$ cat config.mk
export PLATFORM = sky130hd
export DESIGN_NAME = p2m_basic_mgmt
export DESIGN_NICKNAME = d
export VERILOG_FILES = /design/src/core/p2m_basic_mgmt.v
export VERILOG_INCLUDE_DIRS = /design/src /design/src/shared
export SDC_FILE = /design/constraint.sdc
export NUM_CORES = 1
export LEC_CHECK = 0
export BUFFER_PORTS_ARGS = -buffer_cell sky130_fd_sc_hd__buf_2
export CORE_UTILIZATION = 47
export DETAILED_ROUTE_END_ITERATION = 8
export GPL_TIMING_DRIVEN = 0
export PLACE_DENSITY = 0.89
export REMOVE_ABC_BUFFERS = 1
export SLEW_MARGIN = 20
export SYNTH_ARGS = -nofsm -noshare
export SYNTH_HDL_FRONTEND = slang
export SYNTH_SLANG_ARGS = --single-unit
export TNS_END_PERCENT = 100
$ cat constraint.sdc
create_clock -name sys_clk -period 1.5 [get_ports sys_clk]
set_clock_uncertainty 0.05 [all_clocks]
set_input_delay 0.15 -clock sys_clk [delete_from_list [all_inputs] [get_ports sys_clk]]
set_output_delay 0.15 -clock sys_clk [all_outputs]
set_load 0.02 [all_outputs]
$ cat src/shared/p2m_defs.vh
// register offsets, field positions and reset values of the port 2 basic management bank
// assumes a 12-bit byte address and 16-bit register data
`ifndef P2M_DEFS_VH
`define P2M_DEFS_VH

// register offsets
`define P2M_OFS_CTRL        12'h058
`define P2M_OFS_STAT        12'h05a
`define P2M_OFS_ID_LO       12'h05c
`define P2M_OFS_ID_HI       12'h05e
`define P2M_OFS_INT_STAT    12'h0f0
`define P2M_OFS_INT_MASK    12'h0f2

// basic control word fields
`define P2M_CTL_FAR_LOOP    14
`define P2M_CTL_FORCE_100   13
`define P2M_CTL_AN_EN       12
`define P2M_CTL_PWR_DOWN    11
`define P2M_CTL_AN_RESTART  9
`define P2M_CTL_FORCE_FULL  8
`define P2M_CTL_XO_ALGO     5
`define P2M_CTL_FORCE_MDIX  4
`define P2M_CTL_DIS_AMDIX   3
`define P2M_CTL_DIS_FEF     2
`define P2M_CTL_TX_DIS      1
`define P2M_CTL_RESET       16'h3120

// basic status word fields
`define P2M_STA_CAP_MASK    16'h7808
`define P2M_STA_AN_DONE     5
`define P2M_STA_FEF         4
`define P2M_STA_LINK        2
`define P2M_STA_EXT_CAP     0
`define P2M_EXT_CAP_VAL     1'b0

// per-port control four alias positions
`define P2M_C4_FAR_LOOP     8
`define P2M_C4_FORCE_100    6
`define P2M_C4_AN_EN        7
`define P2M_C4_PWR_DOWN     11
`define P2M_C4_AN_RESTART   13
`define P2M_C4_FORCE_FULL   5
`define P2M_C4_FORCE_MDIX   9
`define P2M_C4_DIS_AMDIX    10
`define P2M_C4_DIS_FEF      12
`define P2M_C4_TX_DIS       14

// per-port status alias positions
`define P2M_SA_XO_ALGO      15
`define P2M_SA_FEF          8
`define P2M_SA_AN_DONE      6
`define P2M_SA_LINK         5

// interrupt status and mask fields
`define P2M_INT_LINK_CHG    0
`define P2M_INT_AN_DONE     1
`define P2M_INT_FEF         2
`define P2M_INT_W           3

`endif

$ cat src/core/p2m_basic_mgmt.v
// port 2 basic management registers: control, status, identifier words, interrupts
// assumes transceiver status arrives asynchronously and the alias ports run on sys_clk
`include "p2m_defs.vh"
`timescale 1ns/1ps
`default_nettype none

module p2m_basic_mgmt #(
  parameter [15:0] ID_LO_VAL = 16'h5a5a, // arbitrary neutral value
  parameter [15:0] ID_HI_VAL = 16'h00a5  // arbitrary neutral value
) (
  // clock and reset
  input  wire        sys_clk,
  input  wire        arst_n,
  // register port
  input  wire [11:0] reg_addr,
  input  wire [15:0] reg_wdata,
  input  wire        reg_wr,
  input  wire        reg_rd,
  output reg  [15:0] reg_rdata,
  // per-port alias access
  input  wire        ctl4_wr,
  input  wire [15:0] ctl4_wdata,
  output wire [15:0] ctl4_image,
  input  wire        sta_alias_wr,
  input  wire [15:0] sta_alias_wdata,
  output wire [15:0] sta_alias_image,
  // transceiver status, asynchronous
  input  wire        phy_link_up,
  input  wire        phy_an_done,
  input  wire        phy_an_speed_100,
  input  wire        phy_an_full,
  input  wire        phy_fef_detect,
  input  wire        phy_fiber_mode,
  // transceiver control
  output reg         far_end_loopback,
  output reg         an_enable,
  output reg         an_restart,
  output reg         power_down,
  output reg         speed_100,
  output reg         full_duplex,
  output reg         crossover_algorithm_select,
  output reg         force_mdix,
  output reg         disable_auto_mdix,
  output reg         fef_disable,
  output reg         tx_disable,
  // interrupt
  output reg         irq
);

  ////////////////////////////////////////////////////////////////////////////
  // control storage, shared by the control address and both alias ports
  // one register behind every address path, so the aliases can never disagree
  reg [15:0] ctrl_reg;
  reg [15:0] ctrl_next;
  reg        restart_seen_reg;

  // maps the alias layout onto the control word layout
  function [15:0] c4_to_ctrl;
    input [15:0] c4;
    input [15:0] cur;
    begin
      c4_to_ctrl                       = cur;
      c4_to_ctrl[`P2M_CTL_FAR_LOOP]    = c4[`P2M_C4_FAR_LOOP];
      c4_to_ctrl[`P2M_CTL_FORCE_100]   = c4[`P2M_C4_FORCE_100];
      c4_to_ctrl[`P2M_CTL_AN_EN]       = c4[`P2M_C4_AN_EN];
      c4_to_ctrl[`P2M_CTL_PWR_DOWN]    = c4[`P2M_C4_PWR_DOWN];
      c4_to_ctrl[`P2M_CTL_AN_RESTART]  = c4[`P2M_C4_AN_RESTART];
      c4_to_ctrl[`P2M_CTL_FORCE_FULL]  = c4[`P2M_C4_FORCE_FULL];
      c4_to_ctrl[`P2M_CTL_FORCE_MDIX]  = c4[`P2M_C4_FORCE_MDIX];
      c4_to_ctrl[`P2M_CTL_DIS_AMDIX]   = c4[`P2M_C4_DIS_AMDIX];
      c4_to_ctrl[`P2M_CTL_DIS_FEF]     = c4[`P2M_C4_DIS_FEF];
      c4_to_ctrl[`P2M_CTL_TX_DIS]      = c4[`P2M_C4_TX_DIS];
    end
  endfunction

  // maps the control word layout onto the alias layout; bits 15 and 4..0 read zero
  function [15:0] ctrl_to_c4;
    input [15:0] cw;
    begin
      ctrl_to_c4                       = 16'h0000;
      ctrl_to_c4[`P2M_C4_FAR_LOOP]     = cw[`P2M_CTL_FAR_LOOP];
      ctrl_to_c4[`P2M_C4_FORCE_100]    = cw[`P2M_CTL_FORCE_100];
      ctrl_to_c4[`P2M_C4_AN_EN]        = cw[`P2M_CTL_AN_EN];
      ctrl_to_c4[`P2M_C4_PWR_DOWN]     = cw[`P2M_CTL_PWR_DOWN];
      ctrl_to_c4[`P2M_C4_AN_RESTART]   = cw[`P2M_CTL_AN_RESTART];
      ctrl_to_c4[`P2M_C4_FORCE_FULL]   = cw[`P2M_CTL_FORCE_FULL];
      ctrl_to_c4[`P2M_C4_FORCE_MDIX]   = cw[`P2M_CTL_FORCE_MDIX];
      ctrl_to_c4[`P2M_C4_DIS_AMDIX]    = cw[`P2M_CTL_DIS_AMDIX];
      ctrl_to_c4[`P2M_C4_DIS_FEF]      = cw[`P2M_CTL_DIS_FEF];
      ctrl_to_c4[`P2M_C4_TX_DIS]       = cw[`P2M_CTL_TX_DIS];
    end
  endfunction

  // only writable bits survive; reserved and unsupported bits stay zero
  function [15:0] ctrl_keep;
    input [15:0] w;
    begin
      ctrl_keep = 16'h0000;
      ctrl_keep[`P2M_CTL_FAR_LOOP]   = w[`P2M_CTL_FAR_LOOP];
      ctrl_keep[`P2M_CTL_FORCE_100]  = w[`P2M_CTL_FORCE_100];
      ctrl_keep[`P2M_CTL_AN_EN]      = w[`P2M_CTL_AN_EN];
      ctrl_keep[`P2M_CTL_PWR_DOWN]   = w[`P2M_CTL_PWR_DOWN];
      ctrl_keep[`P2M_CTL_AN_RESTART] = w[`P2M_CTL_AN_RESTART];
      ctrl_keep[`P2M_CTL_FORCE_FULL] = w[`P2M_CTL_FORCE_FULL];
      ctrl_keep[`P2M_CTL_XO_ALGO]    = w[`P2M_CTL_XO_ALGO];
      ctrl_keep[`P2M_CTL_FORCE_MDIX] = w[`P2M_CTL_FORCE_MDIX];
      ctrl_keep[`P2M_CTL_DIS_AMDIX]  = w[`P2M_CTL_DIS_AMDIX];
      ctrl_keep[`P2M_CTL_DIS_FEF]    = w[`P2M_CTL_DIS_FEF];
      ctrl_keep[`P2M_CTL_TX_DIS]     = w[`P2M_CTL_TX_DIS];
    end
  endfunction

  // exact decode; partial address matches are refused
  function addr_hit;
    input [11:0] a;
    input [11:0] ofs;
    begin
      addr_hit = (a == ofs);
    end
  endfunction

  wire wr_ctrl = reg_wr && addr_hit(reg_addr, `P2M_OFS_CTRL);

  always @* begin
    ctrl_next = ctrl_reg;
    if (sta_alias_wr) begin
      ctrl_next[`P2M_CTL_XO_ALGO] = sta_alias_wdata[`P2M_SA_XO_ALGO];
    end
    if (ctl4_wr) begin
      ctrl_next = c4_to_ctrl(ctl4_wdata, ctrl_next);
    end
    if (wr_ctrl) begin
      ctrl_next = reg_wdata;
    end
    if (restart_seen_reg && !(wr_ctrl || ctl4_wr)) begin
      ctrl_next[`P2M_CTL_AN_RESTART] = 1'b0;
    end
    ctrl_next = ctrl_keep(ctrl_next);
  end

  always @(posedge sys_clk or negedge arst_n) begin
    if (!arst_n) begin
      ctrl_reg         <= `P2M_CTL_RESET;
      restart_seen_reg <= 1'b0;
    end else begin
      ctrl_reg         <= ctrl_next;
      restart_seen_reg <= ctrl_reg[`P2M_CTL_AN_RESTART] && !restart_seen_reg;
    end
  end

  assign ctl4_image = ctrl_to_c4(ctrl_reg);

  ////////////////////////////////////////////////////////////////////////////
  // transceiver status synchronisers
  // two flops per input; nothing but the second flop is read
  localparam SYNC_W = 6;
  wire [SYNC_W-1:0] sync_in = {phy_fiber_mode, phy_fef_detect, phy_an_full,
                               phy_an_speed_100, phy_an_done, phy_link_up};
  wire [SYNC_W-1:0] sync_out;

  genvar gi;
  generate
    for (gi = 0; gi < SYNC_W; gi = gi + 1) begin : g_sync
      reg meta_reg;
      reg stab_reg;
      always @(posedge sys_clk or negedge arst_n) begin
        if (!arst_n) begin
          meta_reg <= 1'b0;
          stab_reg <= 1'b0;
        end else begin
          meta_reg <= sync_in[gi];
          stab_reg <= meta_reg;
        end
      end
      assign sync_out[gi] = stab_reg;
    end
  endgenerate

  wire link_s   = sync_out[0];
  wire an_done_s = sync_out[1];
  wire an_100_s = sync_out[2];
  wire an_fd_s  = sync_out[3];
  wire fef_s    = sync_out[4];
  wire fiber_s  = sync_out[5];

  // complete only while negotiation runs and has finished
  wire an_cmpl = an_done_s && ctrl_reg[`P2M_CTL_AN_EN];
  // fault shown only in fiber mode with detection enabled
  wire fef_hit = fef_s && fiber_s && !ctrl_reg[`P2M_CTL_DIS_FEF];

  reg [15:0] stat_word;
  always @* begin
    stat_word = `P2M_STA_CAP_MASK;
    stat_word[`P2M_STA_AN_DONE] = an_cmpl;
    stat_word[`P2M_STA_FEF]     = fef_hit;
    stat_word[`P2M_STA_LINK]    = link_s;
    stat_word[`P2M_STA_EXT_CAP] = `P2M_EXT_CAP_VAL;
  end

  reg [15:0] sta_img_word;
  always @* begin
    sta_img_word                  = 16'h0000;
    sta_img_word[`P2M_SA_XO_ALGO] = ctrl_reg[`P2M_CTL_XO_ALGO];
    sta_img_word[`P2M_SA_FEF]     = fef_hit;
    sta_img_word[`P2M_SA_AN_DONE] = an_cmpl;
    sta_img_word[`P2M_SA_LINK]    = link_s;
  end
  assign sta_alias_image = sta_img_word;

  ////////////////////////////////////////////////////////////////////////////
  // transceiver control outputs
  // forced or negotiated mode
  // forced values count only while negotiation is off; unfinished negotiation is half duplex
  reg speed_sel;
  reg duplex_sel;
  always @* begin
    if (ctrl_reg[`P2M_CTL_AN_EN]) begin
      speed_sel  = an_100_s;
      duplex_sel = an_done_s && an_fd_s;
    end else begin
      speed_sel  = ctrl_reg[`P2M_CTL_FORCE_100];
      duplex_sel = ctrl_reg[`P2M_CTL_FORCE_FULL];
    end
  end

  always @(posedge sys_clk or negedge arst_n) begin
    if (!arst_n) begin
      far_end_loopback           <= 1'b0;
      an_enable                  <= 1'b0;
      an_restart                 <= 1'b0;
      power_down                 <= 1'b0;
      speed_100                  <= 1'b0;
      full_duplex                <= 1'b0;
      crossover_algorithm_select <= 1'b0;
      force_mdix                 <= 1'b0;
      disable_auto_mdix          <= 1'b0;
      fef_disable                <= 1'b0;
      tx_disable                 <= 1'b0;
    end else begin
      far_end_loopback           <= ctrl_reg[`P2M_CTL_FAR_LOOP];
      an_enable                  <= ctrl_reg[`P2M_CTL_AN_EN];
      an_restart                 <= restart_seen_reg;
      power_down                 <= ctrl_reg[`P2M_CTL_PWR_DOWN];
      speed_100                  <= speed_sel;
      // failed or unfinished negotiation is half duplex
      full_duplex                <= duplex_sel;
      crossover_algorithm_select <= ctrl_reg[`P2M_CTL_XO_ALGO];
      force_mdix                 <= ctrl_reg[`P2M_CTL_FORCE_MDIX];
      disable_auto_mdix          <= ctrl_reg[`P2M_CTL_DIS_AMDIX];
      fef_disable                <= ctrl_reg[`P2M_CTL_DIS_FEF];
      tx_disable                 <= ctrl_reg[`P2M_CTL_TX_DIS];
    end
  end

  ////////////////////////////////////////////////////////////////////////////
  // interrupts: sticky status, set wins over a write-one clear
  reg  [`P2M_INT_W-1:0] int_stat_reg;
  reg  [`P2M_INT_W-1:0] int_mask_reg;
  reg                   link_d_reg;
  reg                   an_d_reg;
  reg                   fef_d_reg;
  wire [`P2M_INT_W-1:0] int_evt;
  wire                  wr_istat = reg_wr && addr_hit(reg_addr, `P2M_OFS_INT_STAT);
  wire                  wr_imask = reg_wr && addr_hit(reg_addr, `P2M_OFS_INT_MASK);

  assign int_evt[`P2M_INT_LINK_CHG] = link_s ^ link_d_reg;
  assign int_evt[`P2M_INT_AN_DONE]  = an_cmpl && !an_d_reg;
  assign int_evt[`P2M_INT_FEF]      = fef_hit && !fef_d_reg;

  reg  [`P2M_INT_W-1:0] int_clr;
  reg  [`P2M_INT_W-1:0] int_stat_next;
  // set wins: an event in the clearing cycle is not lost
  always @* begin
    int_clr = {`P2M_INT_W{1'b0}};
    if (wr_istat) begin
      int_clr = reg_wdata[`P2M_INT_W-1:0];
    end
    int_stat_next = (int_stat_reg & ~int_clr) | int_evt;
  end

  always @(posedge sys_clk or negedge arst_n) begin
    if (!arst_n) begin
      int_stat_reg <= {`P2M_INT_W{1'b0}};
      int_mask_reg <= {`P2M_INT_W{1'b0}};
      link_d_reg   <= 1'b0;
      an_d_reg     <= 1'b0;
      fef_d_reg    <= 1'b0;
      irq          <= 1'b0;
    end else begin
      link_d_reg   <= link_s;
      an_d_reg     <= an_cmpl;
      fef_d_reg    <= fef_hit;
      int_stat_reg <= int_stat_next;
      if (wr_imask) begin
        int_mask_reg <= reg_wdata[`P2M_INT_W-1:0];
      end
      // from a flop, so irq lags the status by one cycle but never glitches
      irq          <= |(int_stat_reg & int_mask_reg);
    end
  end

  ////////////////////////////////////////////////////////////////////////////
  // read port: data stands only in the cycle after the strobe
  reg [15:0] rd_mux;
  always @* begin
    case (reg_addr)
      `P2M_OFS_CTRL:     rd_mux = ctrl_reg;
      `P2M_OFS_STAT:     rd_mux = stat_word;
      `P2M_OFS_ID_LO:    rd_mux = ID_LO_VAL;
      `P2M_OFS_ID_HI:    rd_mux = ID_HI_VAL;
      `P2M_OFS_INT_STAT: rd_mux = {13'h0000, int_stat_reg};
      `P2M_OFS_INT_MASK: rd_mux = {13'h0000, int_mask_reg};
      default:           rd_mux = 16'h0000;
    endcase
  end

  reg [15:0] rdata_next;
  // zero outside the answer cycle so stale data never looks valid
  always @* begin
    rdata_next = 16'h0000;
    if (reg_rd) begin
      rdata_next = rd_mux;
    end
  end

  always @(posedge sys_clk or negedge arst_n) begin
    if (!arst_n) begin
      reg_rdata <= 16'h0000;
    end else begin
      reg_rdata <= rdata_next;
    end
  end

endmodule

`default_nettype wire

==> impl_results.md <==
- Post-synthesis sequential area ratio: 0.625
- Max reg flops: 14
- Combinational share of power: 0.128
- Cts bufs inserted: 9
- Total Neg Setup Slack: 0 ns
- H-tree levels: 3
- Worst skew pair latency: 0.32 ns
- Worst Path Buf+Inv: 2
- Die ar.: 5330 sq um
- CP endpoint kind: primary output
- Largest net degree at the start of global routing: 60
- Worst Setup Start Kind: flop
- Sequential share of power: 0.480
- CP max stage cell: dfstp_2
- Post-detail-place hpwl: 3140 um
- Mapped Cells: 191
- GRT Overall Usage: 0.201
- Post-synthesis cell type count: 40
- Synth top area cells: dfrtp_1, buf_4, mux2i_1
- Delay of the slowest critical-path stage: 0.54 ns
- Antenna Cells: 0
- Core area: 4790 sq um
- Status: completed
- CP Cell Sequence: nand2_1 > inv_1 > buf_4
- Routed wire per std cell: 14.2 um
- Clk sinks: 59
- Cell family with most CP delay: flip-flops
- Ys Warns: 0
- Maxcap violations: 0
- Setup violators final: 0
- Final Cycle Share: 0.951
- I/O pin cnt: 132
- DR DRC count: 0
- Worst hold slack: 0.0240 ns
- Largest area contributor in the netlist: dfrtp_1
- PD cells: 1160 nW/um^2
- Fin area: 3120 sq um
- Setup slack at placement: -0.578 ns
- Root Driver: clkbuf_8
- First-pass detailed-route iteration total: 4
- Commonest non-fill, non-tap cells in the layout: buf_2, dfrtp_1, conb_1
- Data arrival, critical path: 1.23 ns
- Cell Area, Synth: 2370 sq um
- Clock Power Share: 0.391
- Number of global-route vias before repair: 1645
- Row Count: 25
- RSZ-0062 raised after global routing: false
- Vias per inst: 4.85
- Routability cong.: 0.807
- Fin worst setup slack: 0.0729 ns
- Layout Nets: 366
- Port bufs: 86
- DP Area: 2760 sq um
- Fin. max-slew vios: 0
- Die width: 73.0 um
- Clk buf depth: 2
- Mean Syn Cell Area: 12.4 sq um
- Synth top area share: 0.581
- Final ANT Viol Nets: 0
- Peak Freq: 701 MHz
- Routed wire length: 5190 um
- Crit-path max FO: 3
- Switching Share: 0.248
- Commonest non-fill, non-tap cell in the layout: buf_2
- VDD IR-drop max: 828 uV
- NetSw: 895 uW
- Initial antenna violation count: 0
- CTS tree: yes
- Die height: 73.0 um
- Initial Utilization: 0.495
- Critical path data required time: 1.30 ns
- Worst slew pin tran: 0.697 ns
- Fill cell count: 391
- HP Class: primary input to flop
- First-pass GRT wire length: 7660 um
- Int Pwr: 2720 uW
- Kind of critical path: flop to primary output
- Seq cells post-synth: 59
- Area growth syn-to-layout: 31.8%
- Final Hold Violating Endpoints: 0
- Static leakage: 0.00166 uW
- Vias: 1775
- DRT iter0 DRCs: 80
- Reg clk slew, reported paths: 0.06 ns
- Fin crit period: 1.43 ns
- Share of layout cells above drive strength 1: 0.401
- Slew Limit Headroom: 0.536
- GRT overflow: 0
power by group through the flow:
stage,Combinational (uW),Sequential [uW],Clock (uW)
2_1_floorplan,137,1840,0
3_3_place_gp,415,1760,0
3_5_place_dp,424,1770,0
4_1_cts,463,1730,1450
5_1_grt,502,1750,1510
6_report,464,1730,1410
synth_stat cells:
master,n
a21oi_1,13
a21oi_2,1
a222oi_1,1
a22o_1,1
a311oi_1,1
and3b_2,1
buf_1,1
buf_2,1
buf_4,23
clkbuf_1,4
conb_1,1
dfrtp_1,55
dfstp_2,4
inv_1,10
mux2_2,1
mux2_4,3
mux2i_1,14
nand2_1,4
nand2_2,1
nand2b_1,1
nand3_1,2
nand4_1,2
nand4_2,1
nor2_1,19
nor2b_1,1
nor3_1,4
nor3b_1,2
nor4_4,1
nor4b_1,1
o21a_1,1
o21ai_0,3
o21bai_1,1
o221ai_1,1
o22a_1,1
o22a_2,1
o22ai_1,1
o31a_1,5
o32a_1,1
or3_4,1
xnor2_1,1
path summary, 6_finish.rpt:
kind | from | end | slack (ns) | cells past startpoint
min in group asynchronous | arst_n | reg_rdata[14] | 0.38 | 2
worst max register to register | ctrl_reg[12] | speed_100 | 0.32 | 2
worst max-delay path | ctrl_reg[12] | sta_alias_image[6] | 0.07 | 3
worst min register to register | g_sync[3].meta_reg | an_fd_s | 0.30 | 0
max in group asynchronous | arst_n | int_mask_reg[2] | 0.56 | 2
worst min-delay path | reg_wdata[8] | ctrl_reg[8] | 0.02 | 3
final cells by class:
| type | count | area (sq um) | share of cell area |
|---|---|---|---|
| multi-input cells | 113 | 737 | 0.236 |
| clock inverters | 2 | 35.0 | 0.0112 |
| clock buffers | 14 | 163 | 0.0521 |
| inverters | 10 | 37.5 | 0.0120 |
| well taps | 67 | 83.8 | 0.0268 |
| repair buffers | 101 | 586 | 0.187 |
| flip-flops and latches | 59 | 1480 | 0.474 |
metal layers:
layer  GRT usage  up-vias  wire, um
met2       0.326      101      2510
met1       0.243      847      2210
li1            -      817         -
met3      0.0525       10       378
met5           0        -         0
met4       0.111        0        90
cell families (layout without fill, tap and decap cells):
kind of cell    after synthesis  in the layout  share of synthesized area
flops                        59             59                      0.625
xor+xnor                      1              1                    0.00370
buf+inv                      39            127                     0.0987
simple gates                 41             42                     0.0956
other cells                   1             20                    0.00158
mux                          18             18                     0.0829
compound gates               32             32                     0.0924
worst register-to-register path, cell delays in order, from the launching register on:
cell and delay (ns):
dfstp_2 0.54, buf_4 0.15, mux2_2 0.33
stage by stage:
step | power (uW) | util | cells
2_1_floorplan | 1980 | - | 181
3_3_place_gp | 2180 | 0.576 | 334
3_5_place_dp | 2190 | 0.577 | 334
4_1_cts | 3640 | 0.649 | 364
5_1_grt | 3760 | 0.653 | 366
6_report | 3610 | 0.653 | 366
timing repair:
| item | 4_1_cts | 5_1_grt |
|---|---|---|
| endpoints found under the setup margin | 12 | 6 |
| pin swaps | 1 | 1 |
| endpoints found under the hold margin | 64 | 0 |
| setup buffers | 3 | 2 |
| hold buffers | 10 | 0 |
| gates cloned | 1 | 0 |
| resized for setup | 3 | 1 |
Note: power is estimated with default switching activity, not from simulation.
